### src/rtl/fbsr_consts.svh
// constants for the four-bit parallel-in/parallel-out shift register
`ifndef FBSR_CONSTS_SVH
`define FBSR_CONSTS_SVH
`define FBSR_ADDR_CTRL 12'h000
`define FBSR_ADDR_PAR 12'h004
`define FBSR_ADDR_STAT 12'h008
`define FBSR_ADDR_STREAM 12'h00c
`define FBSR_CTRL_LOAD 0
`define FBSR_CTRL_TRUE 1
`define FBSR_CTRL_CLEAR 2
`define FBSR_CTRL_RST 3'h2
`define FBSR_RESP_OKAY 2'h0
`define FBSR_RESP_SLVERR 2'h2
`define FBSR_STAT_VALID 4
`endif

### src/rtl/fbsr_pkg.sv
// types shared by the shift register design files
package fbsr_pkg;
    typedef logic [3:0] fbsr_stage_t;
    typedef enum logic [1:0] {
        FBSR_JK_HOLD = 2'h1,
        FBSR_JK_CLR = 2'h0,
        FBSR_JK_SET = 2'h3,
        FBSR_JK_TOG = 2'h2
    } fbsr_jk_e;
endpackage

### src/rtl/fbsr_buf_if.sv
// valid/ready carrier between the core and its output buffer
`timescale 1ns/1ns
`default_nettype none
interface fbsr_buf_if;
    logic valid;
    logic ready;
    logic [3:0] data;
    modport src (output valid, output data, input ready);
    modport snk (input valid, input data, output ready);
endinterface
`default_nettype wire

### src/rtl/fbsr_top.sv
// four-bit shift register with j/k first stage behind an axi4-lite slave
//
// Local design decisions: the address map and register access over AXI4-Lite.
`timescale 1ns/1ns
`default_nettype none
`include "fbsr_consts.svh"
module fbsr_top
(
    // clock and reset
    input wire logic aclk,
    input wire logic aresetn,
    // stage clock and clear from surrounding logic
    input wire logic stage_clk,
    input wire logic stage_clear,
    // load/shift and true/complement selects
    input wire logic load_sel,
    input wire logic true_sel,
    // parallel and serial data
    input wire logic [3:0] par_in,
    input wire logic serial_set,
    input wire logic serial_hold_n,
    // stage outputs
    output logic [3:0] stage_out,
    output logic first_stage_out,
    output logic last_stage_out,
    // output word stream, one word per stage step, from a pin or software edge
    output logic word_valid,
    input wire logic word_ready,
    output logic [3:0] word_data,
    // axi4-lite write address
    input wire logic [11:0] s_axi_awaddr,
    input wire logic s_axi_awvalid,
    output logic s_axi_awready,
    // axi4-lite write data
    input wire logic [31:0] s_axi_wdata,
    input wire logic [3:0] s_axi_wstrb,
    input wire logic s_axi_wvalid,
    output logic s_axi_wready,
    // axi4-lite write response
    output logic [1:0] s_axi_bresp,
    output logic s_axi_bvalid,
    input wire logic s_axi_bready,
    // axi4-lite read address
    input wire logic [11:0] s_axi_araddr,
    input wire logic s_axi_arvalid,
    output logic s_axi_arready,
    // axi4-lite read data
    output logic [31:0] s_axi_rdata,
    output logic [1:0] s_axi_rresp,
    output logic s_axi_rvalid,
    input wire logic s_axi_rready
);
    // ==========================================================
    // shared decode
    // ==========================================================

    // first stage next value from set and inverted-sense hold
    function automatic logic jk_next(input logic s, input logic hn,
                                     input logic q);
        fbsr_pkg::fbsr_jk_e code;
        begin
            code = fbsr_pkg::fbsr_jk_e'({s, hn});
            case (code)
                fbsr_pkg::FBSR_JK_HOLD: jk_next = q;
                fbsr_pkg::FBSR_JK_CLR: jk_next = 1'b0;
                fbsr_pkg::FBSR_JK_SET: jk_next = 1'b1;
                fbsr_pkg::FBSR_JK_TOG: jk_next = ~q;
                default: jk_next = q;
            endcase
        end
    endfunction

    // presented value under true/complement select
    function automatic logic [3:0] present(input logic [3:0] q,
                                           input logic t);
        present = t ? q : ~q;
    endfunction

    // ==========================================================
    // control register and source selects
    // ==========================================================
    logic [2:0] ctrl_r, ctrl_nxt;
    logic [3:0] spar_r, spar_nxt;
    logic sw_edge_r, sw_edge_nxt;
    logic eff_load, eff_true, eff_clear, edge_hit;
    logic clk_d_r, clk_d_nxt;

    // pins and software both steer the register
    always_comb
    begin
        eff_load = load_sel | ctrl_r[`FBSR_CTRL_LOAD];
        eff_true = true_sel & ctrl_r[`FBSR_CTRL_TRUE];
        eff_clear = stage_clear | ctrl_r[`FBSR_CTRL_CLEAR];
        edge_hit = (stage_clk & ~clk_d_r) | sw_edge_r;
        clk_d_nxt = stage_clk;
    end

    // previous sample of the stage clock pin
    always_ff @(posedge aclk)
    begin
        if (!aresetn)
        begin
            clk_d_r <= 1'b0;
        end
        else
        begin
            clk_d_r <= clk_d_nxt;
        end
    end

    // ==========================================================
    // stage register
    // ==========================================================
    fbsr_pkg::fbsr_stage_t stage_r, stage_nxt;
    fbsr_buf_if word_if();

    // next stage contents
    always_comb
    begin
        stage_nxt = stage_r;
        if (eff_clear)
            stage_nxt = 4'h0;
        else if (edge_hit && word_if.ready)
        begin
            if (eff_load)
                stage_nxt = eff_load ? (sw_edge_r ? spar_r : par_in)
                                     : stage_r;
            else
                stage_nxt = {stage_r[2:0],
                             jk_next(serial_set, serial_hold_n,
                                     stage_r[0])};
        end
    end

    // stage flip-flops
    always_ff @(posedge aclk)
    begin
        if (!aresetn)
        begin
            stage_r <= 4'h0;
        end
        else
        begin
            stage_r <= stage_nxt;
        end
    end

    // push each stepped word into the buffer
    assign word_if.valid = edge_hit && !eff_clear;
    assign word_if.data = present(stage_nxt, eff_true);

    fbsr_skid u_skid
    (
        .aclk(aclk),
        .aresetn(aresetn),
        .in_if(word_if),
        .out_valid(word_valid),
        .out_ready(word_ready),
        .out_data(word_data)
    );

    // output registers, stored value untouched by select
    logic [3:0] out_r, out_nxt;
    always_comb
    begin
        out_nxt = present(stage_nxt, eff_true);
    end

    // presented outputs, cleared stages shown true after reset
    always_ff @(posedge aclk)
    begin
        if (!aresetn)
        begin
            out_r <= 4'h0;
        end
        else
        begin
            out_r <= out_nxt;
        end
    end

    // ==========================================================
    // axi4-lite slave
    // ==========================================================
    logic aw_got_r, aw_got_nxt, w_got_r, w_got_nxt;
    logic [11:0] awaddr_r, awaddr_nxt;
    logic [31:0] wdata_r, wdata_nxt;
    logic wen_r, wen_nxt;
    logic bvalid_r, bvalid_nxt;
    logic [1:0] bresp_r, bresp_nxt;
    logic rvalid_r, rvalid_nxt;
    logic [1:0] rresp_r, rresp_nxt;
    logic [31:0] rdata_r, rdata_nxt;
    logic awready_r, awready_nxt, wready_r, wready_nxt;
    logic arready_r, arready_nxt;

    // write and read channel handling
    always_comb
    begin
        aw_got_nxt = aw_got_r;
        w_got_nxt = w_got_r;
        awaddr_nxt = awaddr_r;
        wdata_nxt = wdata_r;
        wen_nxt = wen_r;
        bvalid_nxt = bvalid_r;
        bresp_nxt = bresp_r;
        rvalid_nxt = rvalid_r;
        rresp_nxt = rresp_r;
        rdata_nxt = rdata_r;
        ctrl_nxt = ctrl_r;
        spar_nxt = spar_r;
        sw_edge_nxt = 1'b0;
        // take address and data in either order
        if (s_axi_awvalid && awready_r)
        begin
            aw_got_nxt = 1'b1;
            awaddr_nxt = s_axi_awaddr;
        end
        if (s_axi_wvalid && wready_r)
        begin
            w_got_nxt = 1'b1;
            wdata_nxt = s_axi_wdata;
            wen_nxt = s_axi_wstrb[0]; // all fields sit in the low byte
        end
        // commit once address and data are both held
        if (aw_got_r && w_got_r && !bvalid_r)
        begin
            aw_got_nxt = 1'b0;
            w_got_nxt = 1'b0;
            bvalid_nxt = 1'b1;
            bresp_nxt = `FBSR_RESP_OKAY;
            case (awaddr_r)
                `FBSR_ADDR_CTRL:
                begin
                    if (wen_r)
                        ctrl_nxt = wdata_r[2:0];
                end
                `FBSR_ADDR_PAR:
                begin
                    if (wen_r)
                    begin
                        spar_nxt = wdata_r[3:0];
                        sw_edge_nxt = 1'b1; // software clock edge
                    end
                end
                `FBSR_ADDR_STAT: bresp_nxt = `FBSR_RESP_OKAY;
                default: bresp_nxt = `FBSR_RESP_SLVERR;
            endcase
        end
        if (bvalid_r && s_axi_bready)
            bvalid_nxt = 1'b0;
        // answer a read from the decoded register
        if (s_axi_arvalid && arready_r)
        begin
            rvalid_nxt = 1'b1;
            rresp_nxt = `FBSR_RESP_OKAY;
            case (s_axi_araddr)
                `FBSR_ADDR_CTRL: rdata_nxt = {29'h0, ctrl_r};
                `FBSR_ADDR_PAR: rdata_nxt = {28'h0, spar_r};
                `FBSR_ADDR_STAT:
                    rdata_nxt = {27'h0, word_valid, stage_r};
                `FBSR_ADDR_STREAM: rdata_nxt = {28'h0, out_r};
                default:
                begin
                    rdata_nxt = 32'h0;
                    rresp_nxt = `FBSR_RESP_SLVERR;
                end
            endcase
        end
        if (rvalid_r && s_axi_rready)
            rvalid_nxt = 1'b0;
        // ready again once the channel is free
        awready_nxt = !aw_got_nxt && !bvalid_nxt;
        wready_nxt = !w_got_nxt && !bvalid_nxt;
        arready_nxt = !rvalid_nxt;
    end

    // ==========================================================
    // registers
    // ==========================================================

    // bus side state
    always_ff @(posedge aclk)
    begin
        if (!aresetn)
        begin
            ctrl_r <= `FBSR_CTRL_RST;
            spar_r <= 4'h0;
            sw_edge_r <= 1'b0;
            aw_got_r <= 1'b0;
            w_got_r <= 1'b0;
            awaddr_r <= 12'h000;
            wdata_r <= 32'h0;
            wen_r <= 1'b0;
            bvalid_r <= 1'b0;
            bresp_r <= 2'h0;
            rvalid_r <= 1'b0;
            rresp_r <= 2'h0;
            rdata_r <= 32'h0;
            awready_r <= 1'b0;
            wready_r <= 1'b0;
            arready_r <= 1'b0;
        end
        else
        begin
            ctrl_r <= ctrl_nxt;
            spar_r <= spar_nxt;
            sw_edge_r <= sw_edge_nxt;
            aw_got_r <= aw_got_nxt;
            w_got_r <= w_got_nxt;
            awaddr_r <= awaddr_nxt;
            wdata_r <= wdata_nxt;
            wen_r <= wen_nxt;
            bvalid_r <= bvalid_nxt;
            bresp_r <= bresp_nxt;
            rvalid_r <= rvalid_nxt;
            rresp_r <= rresp_nxt;
            rdata_r <= rdata_nxt;
            awready_r <= awready_nxt;
            wready_r <= wready_nxt;
            arready_r <= arready_nxt;
        end
    end

    // ports straight from flip-flops
    assign stage_out = out_r;
    assign first_stage_out = out_r[0];
    assign last_stage_out = out_r[3];
    assign s_axi_awready = awready_r;
    assign s_axi_wready = wready_r;
    assign s_axi_bvalid = bvalid_r;
    assign s_axi_bresp = bresp_r;
    assign s_axi_arready = arready_r;
    assign s_axi_rvalid = rvalid_r;
    assign s_axi_rresp = rresp_r;
    assign s_axi_rdata = rdata_r;
endmodule // fbsr_top
`default_nettype wire

### src/rtl/fbsr_skid.sv
// two-entry valid/ready buffer for output words
`timescale 1ns/1ns
`default_nettype none
module fbsr_skid
(
    // clock and reset
    input wire logic aclk,
    input wire logic aresetn,
    // filling side
    fbsr_buf_if.snk in_if,
    // draining side
    output logic out_valid,
    input wire logic out_ready,
    output logic [3:0] out_data
);
    logic [3:0] m0_r, m0_nxt, m1_r, m1_nxt;
    logic [1:0] cnt_r, cnt_nxt;
    logic push, pop;
    logic vld_r, vld_nxt;

    // push, pop and occupancy
    always_comb
    begin
        push = in_if.valid && (cnt_r != 2'h2);
        pop = (cnt_r != 2'h0) && out_ready;
        m0_nxt = m0_r;
        m1_nxt = m1_r;
        cnt_nxt = cnt_r;
        if (pop)
        begin
            m0_nxt = m1_r;
        end
        if (push)
        begin
            if ((cnt_r == 2'h0) || (pop && cnt_r == 2'h1))
                m0_nxt = in_if.data;
            else if (pop)
                m1_nxt = in_if.data;
            else
                m1_nxt = in_if.data;
        end
        if (push && !pop)
            cnt_nxt = cnt_r + 2'h1;
        else if (pop && !push)
            cnt_nxt = cnt_r - 2'h1;
        vld_nxt = (cnt_nxt != 2'h0); // decided a cycle ahead for the flop
    end

    // register state
    always_ff @(posedge aclk)
    begin
        if (!aresetn)
        begin
            m0_r <= 4'h0;
            m1_r <= 4'h0;
            cnt_r <= 2'h0;
            vld_r <= 1'b0;
        end
        else
        begin
            m0_r <= m0_nxt;
            m1_r <= m1_nxt;
            cnt_r <= cnt_nxt;
            vld_r <= vld_nxt;
        end
    end

    assign in_if.ready = (cnt_r != 2'h2);
    assign out_valid = vld_r; // port taken straight from a flop
    assign out_data = m0_r;
endmodule // fbsr_skid
`default_nettype wire

### config.mk
export PLATFORM = sky130hd
export DESIGN_NAME = fbsr_top
export DESIGN_NICKNAME = d
export VERILOG_FILES = /design/src/rtl/fbsr_pkg.sv /design/src/rtl/fbsr_buf_if.sv /design/src/rtl/fbsr_top.sv /design/src/rtl/fbsr_skid.sv
export VERILOG_INCLUDE_DIRS = /design/src /design/src/rtl
export SDC_FILE = /design/constraint.sdc
export NUM_CORES = 1
export LEC_CHECK = 0
export ABC_AREA = 1
export BUFFER_PORTS_ARGS = -buffer_cell sky130_fd_sc_hd__buf_2
export CAP_MARGIN = 25
export CORE_ASPECT_RATIO = 1.75
export CORE_MARGIN = 2
export CORE_UTILIZATION = 43
export DETAILED_ROUTE_END_ITERATION = 16
export PLACE_DENSITY = 0.74
export RECOVER_POWER = 25
export SETUP_SLACK_MARGIN = 0.02
export SYNTH_ARGS = -nofsm -noshare
export SYNTH_HDL_FRONTEND = slang
export SYNTH_HIERARCHICAL = 1
export SYNTH_SLANG_ARGS = --single-unit
### constraint.sdc
create_clock -name aclk -period 1.5 [get_ports aclk]
set_input_delay 0.225 -clock aclk [delete_from_list [all_inputs] [get_ports aclk]]
set_output_delay 0.225 -clock aclk [all_outputs]
set_load 0.02 [all_outputs]
==> results of run 1 <==
synthesized netlist by cell type:
master,number
a211oi_1,1
clkinv_1,2
buf_8,1
nor2_4,3
nor4_2,1
nand2_1,74
nand2_4,1
nand3_1,30
o21ai_0,26
buf_4,31
ha_1,3
nor3_1,2
a21oi_1,18
buf_2,1
nand4_1,2
conb_1,1
inv_1,27
or2_1,1
o211ai_1,1
nand2_2,11
clkbuf_1,5
inv_2,13
o21ai_1,11
nor2_1,86
nor2_2,3
dfxtp_1,59
buf_6,1
nor3_2,2
xor2_1,3
registers in the layout, indices dropped and copies added, names as in the netlist, 2 cells and up:
register	count
stage_r	4
u_skid/cnt_r	2
awaddr_r	12
ctrl_r	3
u_skid/out_data	4
s_axi_rdata	5
stage_out	4
wdata_r	4
spar_r	4
u_skid/m1_r	4
kinds of logic (layout without fill, tap and decap cells):
family / count (synthesis) / count (layout) / synth area share, %
buffers and inverters: 81 / 148 / 15.06
other: 1 / 29 / 0.1282
adders and majority gates: 3 / 3 / 1.284
and+or+nand+nor: 216 / 216 / 32.31
AOI/OAI and AO/OA: 57 / 57 / 9.927
xor gates and xnor gates: 3 / 3 / 0.8988
DFF: 59 / 59 / 40.39
where the power goes:
part	switching [mW]	internal (mW)	total, mW
Sequential	0.0934	1.72	1.81
Combinational	0.733	0.479	1.21
Clock	0.646	1.30	1.95
Total	1.47	3.50	4.97
routing by layer:
| layer | vias to the layer above | share of wire (%) | GRT usage [%] | wire, um |
|---|---|---|---|---|
| met1 | 1246 | 35 | 16.49 | 2365 |
| li1 | 1448 | - | - | - |
| met4 | 0 | 2.0 | 8.435 | 133 |
| met5 | - | 0 | 0 | 0 |
| met2 | 87 | 57 | 34.93 | 3797 |
| met3 | 9 | 5.7 | 7.157 | 384 |
worst max-delay path by stage:
stage	from	end	slack (ns)	cells past startpoint
floorplan	u_skid/cnt_r[0]$_SDFF_PN0_	u_skid/out_data[1]$_SDFF_PN0_	0.03	11
global placement	u_skid/cnt_r[0]$_SDFF_PN0_	u_skid/out_data[1]$_SDFF_PN0_	-0.03	11
detailed placement	u_skid/cnt_r[0]$_SDFF_PN0_	u_skid/out_data[1]$_SDFF_PN0_	-0.06	11
CTS	u_skid/cnt_r[0]$_SDFF_PN0_	u_skid/out_data[3]$_SDFF_PN0_	0.04	11
global route	u_skid/cnt_r[0]$_SDFF_PN0_	u_skid/m1_r[3]$_SDFFE_PN0P_	-0.06	11
finish	u_skid/cnt_r[0]$_SDFF_PN0_	u_skid/m1_r[3]$_SDFFE_PN0P_	0.03	11
final cells by class:
type	count	area [um2]
clock buffers	11	242.7
repair buffers	92	511.7
flip-flops and latches	59	1184
multi-input cells	308	1506
fillers	631	2786
well taps	82	102.6
inverters	42	165.2
clock inverters	3	40.04
timing repair:
item / 4_1_cts / 5_1_grt
setup buffers: 2 / 2
pin swaps: 2 / 6
gates resized for setup: 10 / 23
endpoints found under the hold margin: 0 / 0
endpoints found under the setup margin: 9 / 13
tightest hold or removal path: cells and delay by family:
kind / cells / cell delay [ns]
buffers and inverters: 2 / 0.13
and+or+nand+nor: 1 / 0.04
per-stage QoR:
stage | util (%) | hold slack, ns | power (mW)
6_report | 57.39 | 0.1114 | 4.973
5_1_grt | 57.39 | 0.1122 | 5.244
3_5_place_dp | 51.22 | 0.4375 | 2.903
2_1_floorplan | - | 0.3185 | 2.599
4_1_cts | 56.31 | 0.09975 | 4.905
3_3_place_gp | 51.22 | 0.4361 | 2.875
==> run metrics, run 1 <==
Hold/Removal Path Class=in -> reg; clk buf depth=2; hold-critical path endpoint=clk_d_r$_SDFF_PN0_; crit start category=register; Finish-stage setup viols=0; number of ports placed on the die boundary=130; cell family with the largest share of critical-path delay=simple AND/OR/NAND/NOR gates; register bit count reported by yosys=59; hold path startpoint=stage_clk; Cell Chain, Critical Path=inv_2 -> ha_4 -> inv_4 -> nand2_8 -> inv_6 -> nand2_1 -> nand2_2 -> xor2_2 -> inv_2 -> nor2_1 -> nor2_1; starting density of the core=44.72%; nets@finish=593; setup TNS=0 ns; area share of the leading cell type in the synthesized netlist=40.39%; DRT antenna net count=0; RR Endpoint=u_skid/m1_r[3]$_SDFFE_PN0P_; total standard cell area after synthesis=0.002924 mm2; total track usage=18.53%; buffers plus inverters on the worst setup path=4; Achievable Freq=0.6815 GHz; cell at the root of the clock tree=clkbuf_16; count of port buffers added during placement=69; final worst-path setup slack=0.03271 ns; power per standard cell area=1325 mW/mm2; time the final worst path needs with I/O delays and setup=1.467 ns; overall die width=66.34 um; maximum vdd drop=0.9775 mV; Placement Cell Area=0.003349 mm2; number of global-route vias before repair=2476; worst-case register-to-register setup slack=0.03 ns; wire length of the first global-routing pass=10370 um; count of maximum capacitance violations=0; Antenna Diode Count=0; Core Box Area=0.006539 mm2; most frequent cells in the layout=nor2_1 (84), buf_2 (68), nand2_1 (66), dfxtp_1 (57); height of the chip=113.1 um; clock tree from TritonCTS=done; total wirelength of the detailed-routed design=6680 um; fin crit share=97.82%; Leak=1.852 nW; instance count after placement with tap cells included=579; violation count after the first detailed-routing iteration=90; area enclosed by the die boundary=0.007502 mm2; pin slew with the least headroom to its limit=0.5139 ns; floorplan row count=39; total DRC errors in the routed layout=0; final count of pins violating max slew=0; DRT Pass-1 Iters=4; area grow syn2layout=28.33%; clock insertion delay at the later pin of the skew report=0.33 ns; Clock Sinks=59; sort of element at the end of the critical path=register; RSZ-0062 raised after global routing=true; Reg2Reg Launch Point=u_skid/cnt_r[0]$_SDFF_PN0_; routed vias=2790; crit path kind=reg -> reg; pin count of the biggest net entering global routing=28; outcome=finished clean; number of instances in the synthesized netlist=420; Slew headroom=65.74%; fraction of layout cells with a size suffix above 1=31.26%; grt ovf=0; worst setup slack after placement=-0.05677 ns; count of unique library cells instantiated by Yosys=29; clock tree skew after final layout=0.009505 ns; cells on worst reg2reg path=11; mean instance size in the synthesized netlist=6.962 um2; CP max stage delay=0.33 ns; number of antenna violations at the first check in global routing=0; final cell count without fillers=597; required time at the endpoint of the critical path=1.71 ns; highest fanout seen on the critical path=5; sequential element share of the synthesized area=40.39%; worst path arrival time=1.68 ns; number of cells on the worst hold path=3; number of buffers inserted by hold repair at cts=0; H-Tree Level Count=3; Synth area leader=dfxtp_1; Crit-path slowest cell=dfxtp_2; number of vias per cell after detailed routing=4.673; clock transition time at the flip-flop clock pins of the worst setup and hold paths=0.05 ns; count of synthesis-stage warnings from yosys=6; cts bufs inserted=9; post-detailed-placement half-perimeter wirelength=5025 um; summed area of non-filler cells in the final layout=0.003752 mm2; most common library cell in the layout ignoring fill and taps=nor2_1; last weighted congestion value of the routability-driven placer=0.8637; cell types with the largest area share after synthesis=dfxtp_1 (40%), nor2_1 (11%), nand2_1 (9.5%); number of endpoints with negative hold slack in the final report=0; post-DR wirelength/cell=11.19 um
(Power assumes the default switching activity.)
==> inputs of run 2 (changes only) <==
--- a/config.mk
+++ b/config.mk
@@ -6,14 +6,14 @@
 export SDC_FILE = /design/constraint.sdc
 export NUM_CORES = 1
 export LEC_CHECK = 0
-export ABC_AREA = 1
 export BUFFER_PORTS_ARGS = -buffer_cell sky130_fd_sc_hd__buf_2
 export CAP_MARGIN = 25
 export CORE_ASPECT_RATIO = 1.75
 export CORE_MARGIN = 2
 export CORE_UTILIZATION = 43
+export CTS_CLUSTER_DIAMETER = 200
 export DETAILED_ROUTE_END_ITERATION = 16
-export PLACE_DENSITY = 0.74
+export PLACE_DENSITY = 0.73
 export RECOVER_POWER = 25
 export SETUP_SLACK_MARGIN = 0.02
 export SYNTH_ARGS = -nofsm -noshare
==> run metrics, run 2 <==
height of the chip=114.2 um; most frequent cells in the layout=nand2_1 (71), buf_2 (65), dfxtp_1 (52), buf_4 (35); RSZ-0062 raised after global routing=true; number of antenna violations at the first check in global routing=0; cell at the root of the clock tree=clkbuf_16; starting density of the core=43.81%; fin crit share=103.2%; RR Endpoint=u_skid/m1_r[2]$_SDFFE_PN0P_; nets@finish=535; required time at the endpoint of the critical path=1.76 ns; count of synthesis-stage warnings from yosys=6; clk buf depth=2; clock tree from TritonCTS=done; cells on worst reg2reg path=6; Crit-path slowest cell=dfxtp_4; H-Tree Level Count=3; highest fanout seen on the critical path=6; number of global-route vias before repair=2719; crit path kind=reg -> reg; register bit count reported by yosys=59; cts bufs inserted=9; grt ovf=0; Antenna Diode Count=0; wire length of the first global-routing pass=12140 um; time the final worst path needs with I/O delays and setup=1.549 ns; number of instances in the synthesized netlist=345; last element of the critical path=u_skid/m1_r[2]$_SDFFE_PN0P_; number of flops mapped to enable cells by yosys=0; Biggest register=awaddr_r; final worst-path setup slack=-0.04860 ns; pin count of the biggest net entering global routing=30; proportion of register bits with asynchronous set or reset after synthesis=0%; area grow syn2layout=42.97%; floorplan row count=40; overall die width=66.95 um; Fillers=565; Hold/Removal Path Class=in -> reg; power per standard cell area=1255 mW/mm2; worst-case register-to-register setup slack=-0.05 ns; Reg2Reg Launch Point=sw_edge_r$_SDFF_PN0_; Core Box Area=0.006807 mm2; number of vias per cell after detailed routing=5.232; Leak=1.830 nW; mean instance size in the synthesized netlist=8.642 um2; area share of the leading cell type in the synthesized netlist=39.61%; total DRC errors in the routed layout=0; cell types with the largest area share after synthesis=dfxtp_1 (40%), nand2_1 (8.9%), buf_4 (8.1%); Finish-stage setup viols=8; clock transition time at the flip-flop clock pins of the worst setup and hold paths=0.05 ns; count of maximum capacitance violations=0; post-detailed-placement half-perimeter wirelength=5563 um; max FFs per register=12; most common library cell in the layout ignoring fill and taps=nand2_1; DRT Pass-1 Iters=4; CP max stage delay=0.40 ns; sequential element share of the synthesized area=39.61%; final count of pins violating max slew=0; sort of element at the end of the critical path=register; outcome=finished, violations left; violated checks=negative setup slack; last weighted congestion value of the routability-driven placer=0.8965; number of endpoints with negative hold slack in the final report=0; Reg area=0.001197 mm2; maximum vdd drop=0.7806 mV; total wirelength of the detailed-routed design=8143 um; worst path arrival time=1.81 ns; DRT antenna net count=0; Synth Flop Type=dfxtp_1; cell types with the highest counts after synthesis=nand2_1 (71), dfxtp_1 (59), a21oi_1 (36); Cell Chain, Critical Path=mux2i_1 -> a21oi_2 -> a31o_2 -> nor3_4 -> nand3_1 -> a21boi_1; core utilization of the finished layout=62.63%; total standard cell area after synthesis=0.002982 mm2; crit path from=sw_edge_r$_SDFF_PN0_; total track usage=21.11%; clock insertion delay at the later pin of the skew report=0.33 ns; violation count after the first detailed-routing iteration=155; clock tree skew after final layout=0.005111 ns; worst hold margin=0.1230 ns; count of unique library cells instantiated by Yosys=52; Clock Sinks=59; area enclosed by the die boundary=0.007642 mm2; routed vias=2836; number of buffers inserted by hold repair at cts=0; crit start category=register; area of combinational cells with multiple inputs=0.001923 mm2; count of port buffers added during placement=69; dominant cell by count in the synthesized netlist=nand2_1; post-DR wirelength/cell=15.02 um; Synth area leader=dfxtp_1; fraction of layout cells with a size suffix above 1=41.48%; Achievable Freq=0.6457 GHz; number of ports placed on the die boundary=130
[run 2: cell types whose count changed after synthesis, moves of 5 or more]
cell and delta:
inv_2 -13, and2_1 +5, nor2_1 -74, mux2i_1 +18, nor4_1 +6, o21ai_1 -11, o21ai_0 -25, inv_1 -18
a21boi_1 +5, nand3_1 -15, a21oi_1 +18, nand2_2 -11
[run 2: timing repair]
item | CTS | global route
pin swaps | 18 | 12
hold endpoints to repair | 0 | 0
gates resized for setup | 48 | 22
endpoints found under the setup margin | 21 | 22
setup buffers | 6 | 3
gates cloned | 0 | 1
[run 2: final cells by class]
cell class	count	area share, %
clock buffer	11	5.929
timing repair buffer	113	16.26
inverter	9	0.9686
sequential	59	28.09
tap	84	2.466
clock inverter	4	1.174
multi-input combinational	262	45.11
[run 2: report_power, final]
part	internal, mW	switching [mW]	total [mW]
Clock	1.36	0.698	2.06
Combinational	0.685	0.812	1.50
Sequential	1.69	0.0992	1.79
Total	3.74	1.61	5.35
[run 2: cells by family after synthesis]
| family | synth area share [%] |
|---|---|
| buffers and inverters | 11.25 |
| multiplexers | 9.064 |
| other | 0.1258 |
| AND/OR/NAND/NOR | 23.54 |
| XOR/XNOR | 1.511 |
| adder cells (fa/ha/maj) | 1.259 |
| AO/OA/AOI/OAI | 13.64 |
| flip-flops | 39.61 |
[run 2: how the worst min path moves through the flow]
stage,startpoint,end,slack [ns],depth (start not counted)
4_1_cts,s_axi_awaddr[0],awaddr_r[0]$_SDFFE_PN0P_,0.13,3
5_1_grt,s_axi_awaddr[6],awaddr_r[6]$_SDFFE_PN0P_,0.13,3
3_5_place_dp,wen_r$_SDFFE_PN0P_,wen_r$_SDFFE_PN0P_,0.44,2
3_3_place_gp,wen_r$_SDFFE_PN0P_,wen_r$_SDFFE_PN0P_,0.44,2
2_1_floorplan,stage_clk,clk_d_r$_SDFF_PN0_,0.35,1
6_report,s_axi_awaddr[0],awaddr_r[0]$_SDFFE_PN0P_,0.12,3
[run 2: critical path: cells and delay by family, from the launching register on]
kind,cells,cell delay [ns]
AOI/OAI and AO/OA,3,0.51
DFF,1,0.40
and+or+nand+nor,2,0.29
muxes,1,0.28
[run 2: stage by stage]
step | power [mW] | instances | worst slack, ns | cell area [um2] | setup TNS, ns
final | 5.349 | 542 | -0.04860 | 4263 | -0.2285
after global routing | 5.571 | 542 | -0.1260 | 4263 | -1.297
after CTS | 5.231 | 538 | -0.04386 | 4126 | -0.2486
after detailed placement | 3.046 | 518 | -0.1652 | 3567 | -1.403
after floorplan | 2.720 | 373 | -0.001955 | 3154 | -0.007820
after global placement | 3.006 | 518 | -0.1249 | 3567 | -0.7353
[run 2: routing by layer]
| layer | wire, um | vias up | share of wire [%] | global-route usage [%] |
|---|---|---|---|---|
| met4 | 398 | 0 | 4.9 | 13.33 |
| met5 | 0 | - | 0 | 0 |
| met2 | 4534 | 103 | 56 | 38.40 |
| met1 | 2748 | 1351 | 34 | 19.80 |
| li1 | - | 1356 | - | - |
| met3 | 461 | 26 | 5.7 | 6.096 |
==> inputs of run 3 (changes only) <==
--- a/config.mk
+++ b/config.mk
@@ -8,13 +8,16 @@
 export LEC_CHECK = 0
 export BUFFER_PORTS_ARGS = -buffer_cell sky130_fd_sc_hd__buf_2
 export CAP_MARGIN = 25
+export CELL_PAD_IN_SITES_DETAIL_PLACEMENT = 2
+export CELL_PAD_IN_SITES_GLOBAL_PLACEMENT = 2
 export CORE_ASPECT_RATIO = 1.75
 export CORE_MARGIN = 2
-export CORE_UTILIZATION = 43
+export CORE_UTILIZATION = 24
 export CTS_CLUSTER_DIAMETER = 200
 export DETAILED_ROUTE_END_ITERATION = 16
-export PLACE_DENSITY = 0.73
+export PLACE_DENSITY = 0.74
 export RECOVER_POWER = 25
+export REMOVE_ABC_BUFFERS = 1
 export SETUP_SLACK_MARGIN = 0.02
 export SYNTH_ARGS = -nofsm -noshare
 export SYNTH_HDL_FRONTEND = slang
==> run metrics, run 3 (synthesis gave the netlist of run 2 again) <==
max FFs per register=12; area grow syn2layout=50.65%; number of global-route vias before repair=3239; total wirelength of the detailed-routed design=13130 um; clock tree from TritonCTS=done; post-DR wirelength/cell=20.71 um; final count of pins violating max slew=0; Comb power frac=32.2%; maximum vdd drop=0.8834 mV; starting density of the core=24.70%; violation count after the first detailed-routing iteration=104; worst setup slack after placement=-0.3429 ns; cells on worst reg2reg path=6; DRT antenna net count=0; Core Box Area=0.01207 mm2; wire length of the first global-routing pass=17330 um; Placement Cell Area=0.003627 mm2; clock transition time at the flip-flop clock pins of the worst setup and hold paths=0.06 ns; highest fanout seen on the critical path=5; Clock Sinks=59; H-Tree Level Count=3; Leak=1.910 nW; outcome=finished, violations left; overall die width=88.26 um; number of vias per cell after detailed routing=4.707; summed area of non-filler cells in the final layout=0.004492 mm2; Most Used Layer, Global Route=met2; floorplan row count=53; number of cells on the worst hold path=3; last weighted congestion value of the routability-driven placer=0.8294; clock tree skew after final layout=0.007689 ns; clock insertion delay at the later pin of the skew report=0.34 ns; grt ovf=0; area enclosed by the die boundary=0.01337 mm2; nets@finish=545; met1 usage in global routing=16.11%; cts bufs inserted=9; count of maximum capacitance violations=0; number of endpoints with negative hold slack in the final report=0; register share of total power=32.6%; required time at the endpoint of the critical path=1.72 ns; RSZ-0062 raised after global routing=true; violated checks=negative setup slack; worst path arrival time=1.93 ns; switching power=1.881 mW; count of port buffers added during placement=69; met2 capacity usage during global routing=34.47%; clock share of power=35.2%; fraction of layout cells with a size suffix above 1=45.20%; DRT Pass-1 Iters=4; Biggest register=awaddr_r; routing usage on met3=3.324%; power per standard cell area=1232 mW/mm2; Achievable Freq=0.5860 GHz; sort of element at the end of the critical path=register; Finish-stage setup viols=19; fin crit share=113.8%; routed vias=2984; Antenna Diode Count=0; Hold/Removal Path Class=in -> reg; most frequent cells in the layout=nand2_1 (70), buf_2 (69), dfxtp_1 (51), buf_4 (44); cell at the root of the clock tree=clkbuf_16; number of ports placed on the die boundary=130; total DRC errors in the routed layout=0; time the final worst path needs with I/O delays and setup=1.707 ns; post-detailed-placement half-perimeter wirelength=8027 um; sw frac=33.99%; height of the chip=151.4 um; crit path kind=reg -> reg; clk buf depth=2; crit start category=register; final worst-path setup slack=-0.2066 ns; number of antenna violations at the first check in global routing=0; pin count of the biggest net entering global routing=30; total track usage=17.69%; most common library cell in the layout ignoring fill and taps=nand2_1; internal portion of total power=3.653 mW
==> run 3: changes by cell type in the layout (fill, tap and decap cells not counted), moves of 3 or more <==
cell      change
buf_4         +9
clkbuf_1      -5
buf_2         +4
dfxtp_2       +3
nor3_2        +3
nor3_4        -3
==> run 3: layout make-up <==
type	instances	area [um2]
fillers	1375	7577
multi-input cells	262	1944
flip-flops and latches	59	1194
repair buffers	123	825.8
clock buffers	10	239.0
well taps	165	206.4
clock inverters	6	41.29
inverters	9	41.29
==> run 3: what timing repair did <==
item,CTS,global route
gates cloned,2,0
endpoints found under the setup margin,24,25
endpoints found under the hold margin,0,0
pin swaps,21,15
hold buffers,0,0
buffers inserted,6,12
resized for setup,58,33
==> run 3: layer usage <==
layer	vias up	wire length, um	share of wire (%)
met3	37	379	2.9
met1	1484	4364	33
met4	0	599	4.6
li1	1372	-	-
met2	91	7785	59
met5	-	0	0
==> run 3: critical path, cell delays in order (launching register included) <==
cell and delay, ns:
dfxtp_4 0.37, buf_8 0.16, mux2i_4 0.19, a21oi_4 0.22, mux2i_2 0.34, nor3_2 0.10
o211a_1 0.22
==> run 3: path summary, 6_finish.rpt <==
check / from / slack [ns] / end
setup reg to reg: sw_edge_r$_SDFF_PN0_ / -0.21 / u_skid/out_data[3]$_SDFF_PN0_
hold reg to reg: u_skid/m1_r[0]$_SDFFE_PN0P_ / 0.46 / u_skid/m1_r[0]$_SDFFE_PN0P_
setup / recovery: sw_edge_r$_SDFF_PN0_ / -0.21 / u_skid/out_data[3]$_SDFF_PN0_
hold / removal: s_axi_awaddr[0] / 0.13 / awaddr_r[0]$_SDFFE_PN0P_
==> run 3: through the flow <==
| stage | utilization [%] | total power, mW | TNS, ns | instances | hold slack, ns |
|---|---|---|---|---|---|
| after global routing | 37.22 | 5.758 | -3.822 | 634 | 0.1416 |
| after CTS | 34.94 | 5.293 | -1.086 | 623 | 0.1168 |
| after global placement | 30.05 | 3.057 | -2.669 | 600 | 0.4406 |
| after floorplan | - | 2.563 | -1.678 | 329 | 0.3467 |
| final | 37.22 | 5.534 | -2.240 | 634 | 0.1261 |
| after detailed placement | 30.05 | 3.120 | -4.361 | 600 | 0.4485 |
==> run 3: power by group through the flow <==
stage	Combinational [mW]	Clock (mW)	Sequential, mW
floorplan	0.694	0	1.87
global placement	1.26	0	1.80
detailed placement	1.31	0	1.81
CTS	1.53	1.97	1.79
global route	1.89	2.06	1.81
finish	1.78	1.95	1.80
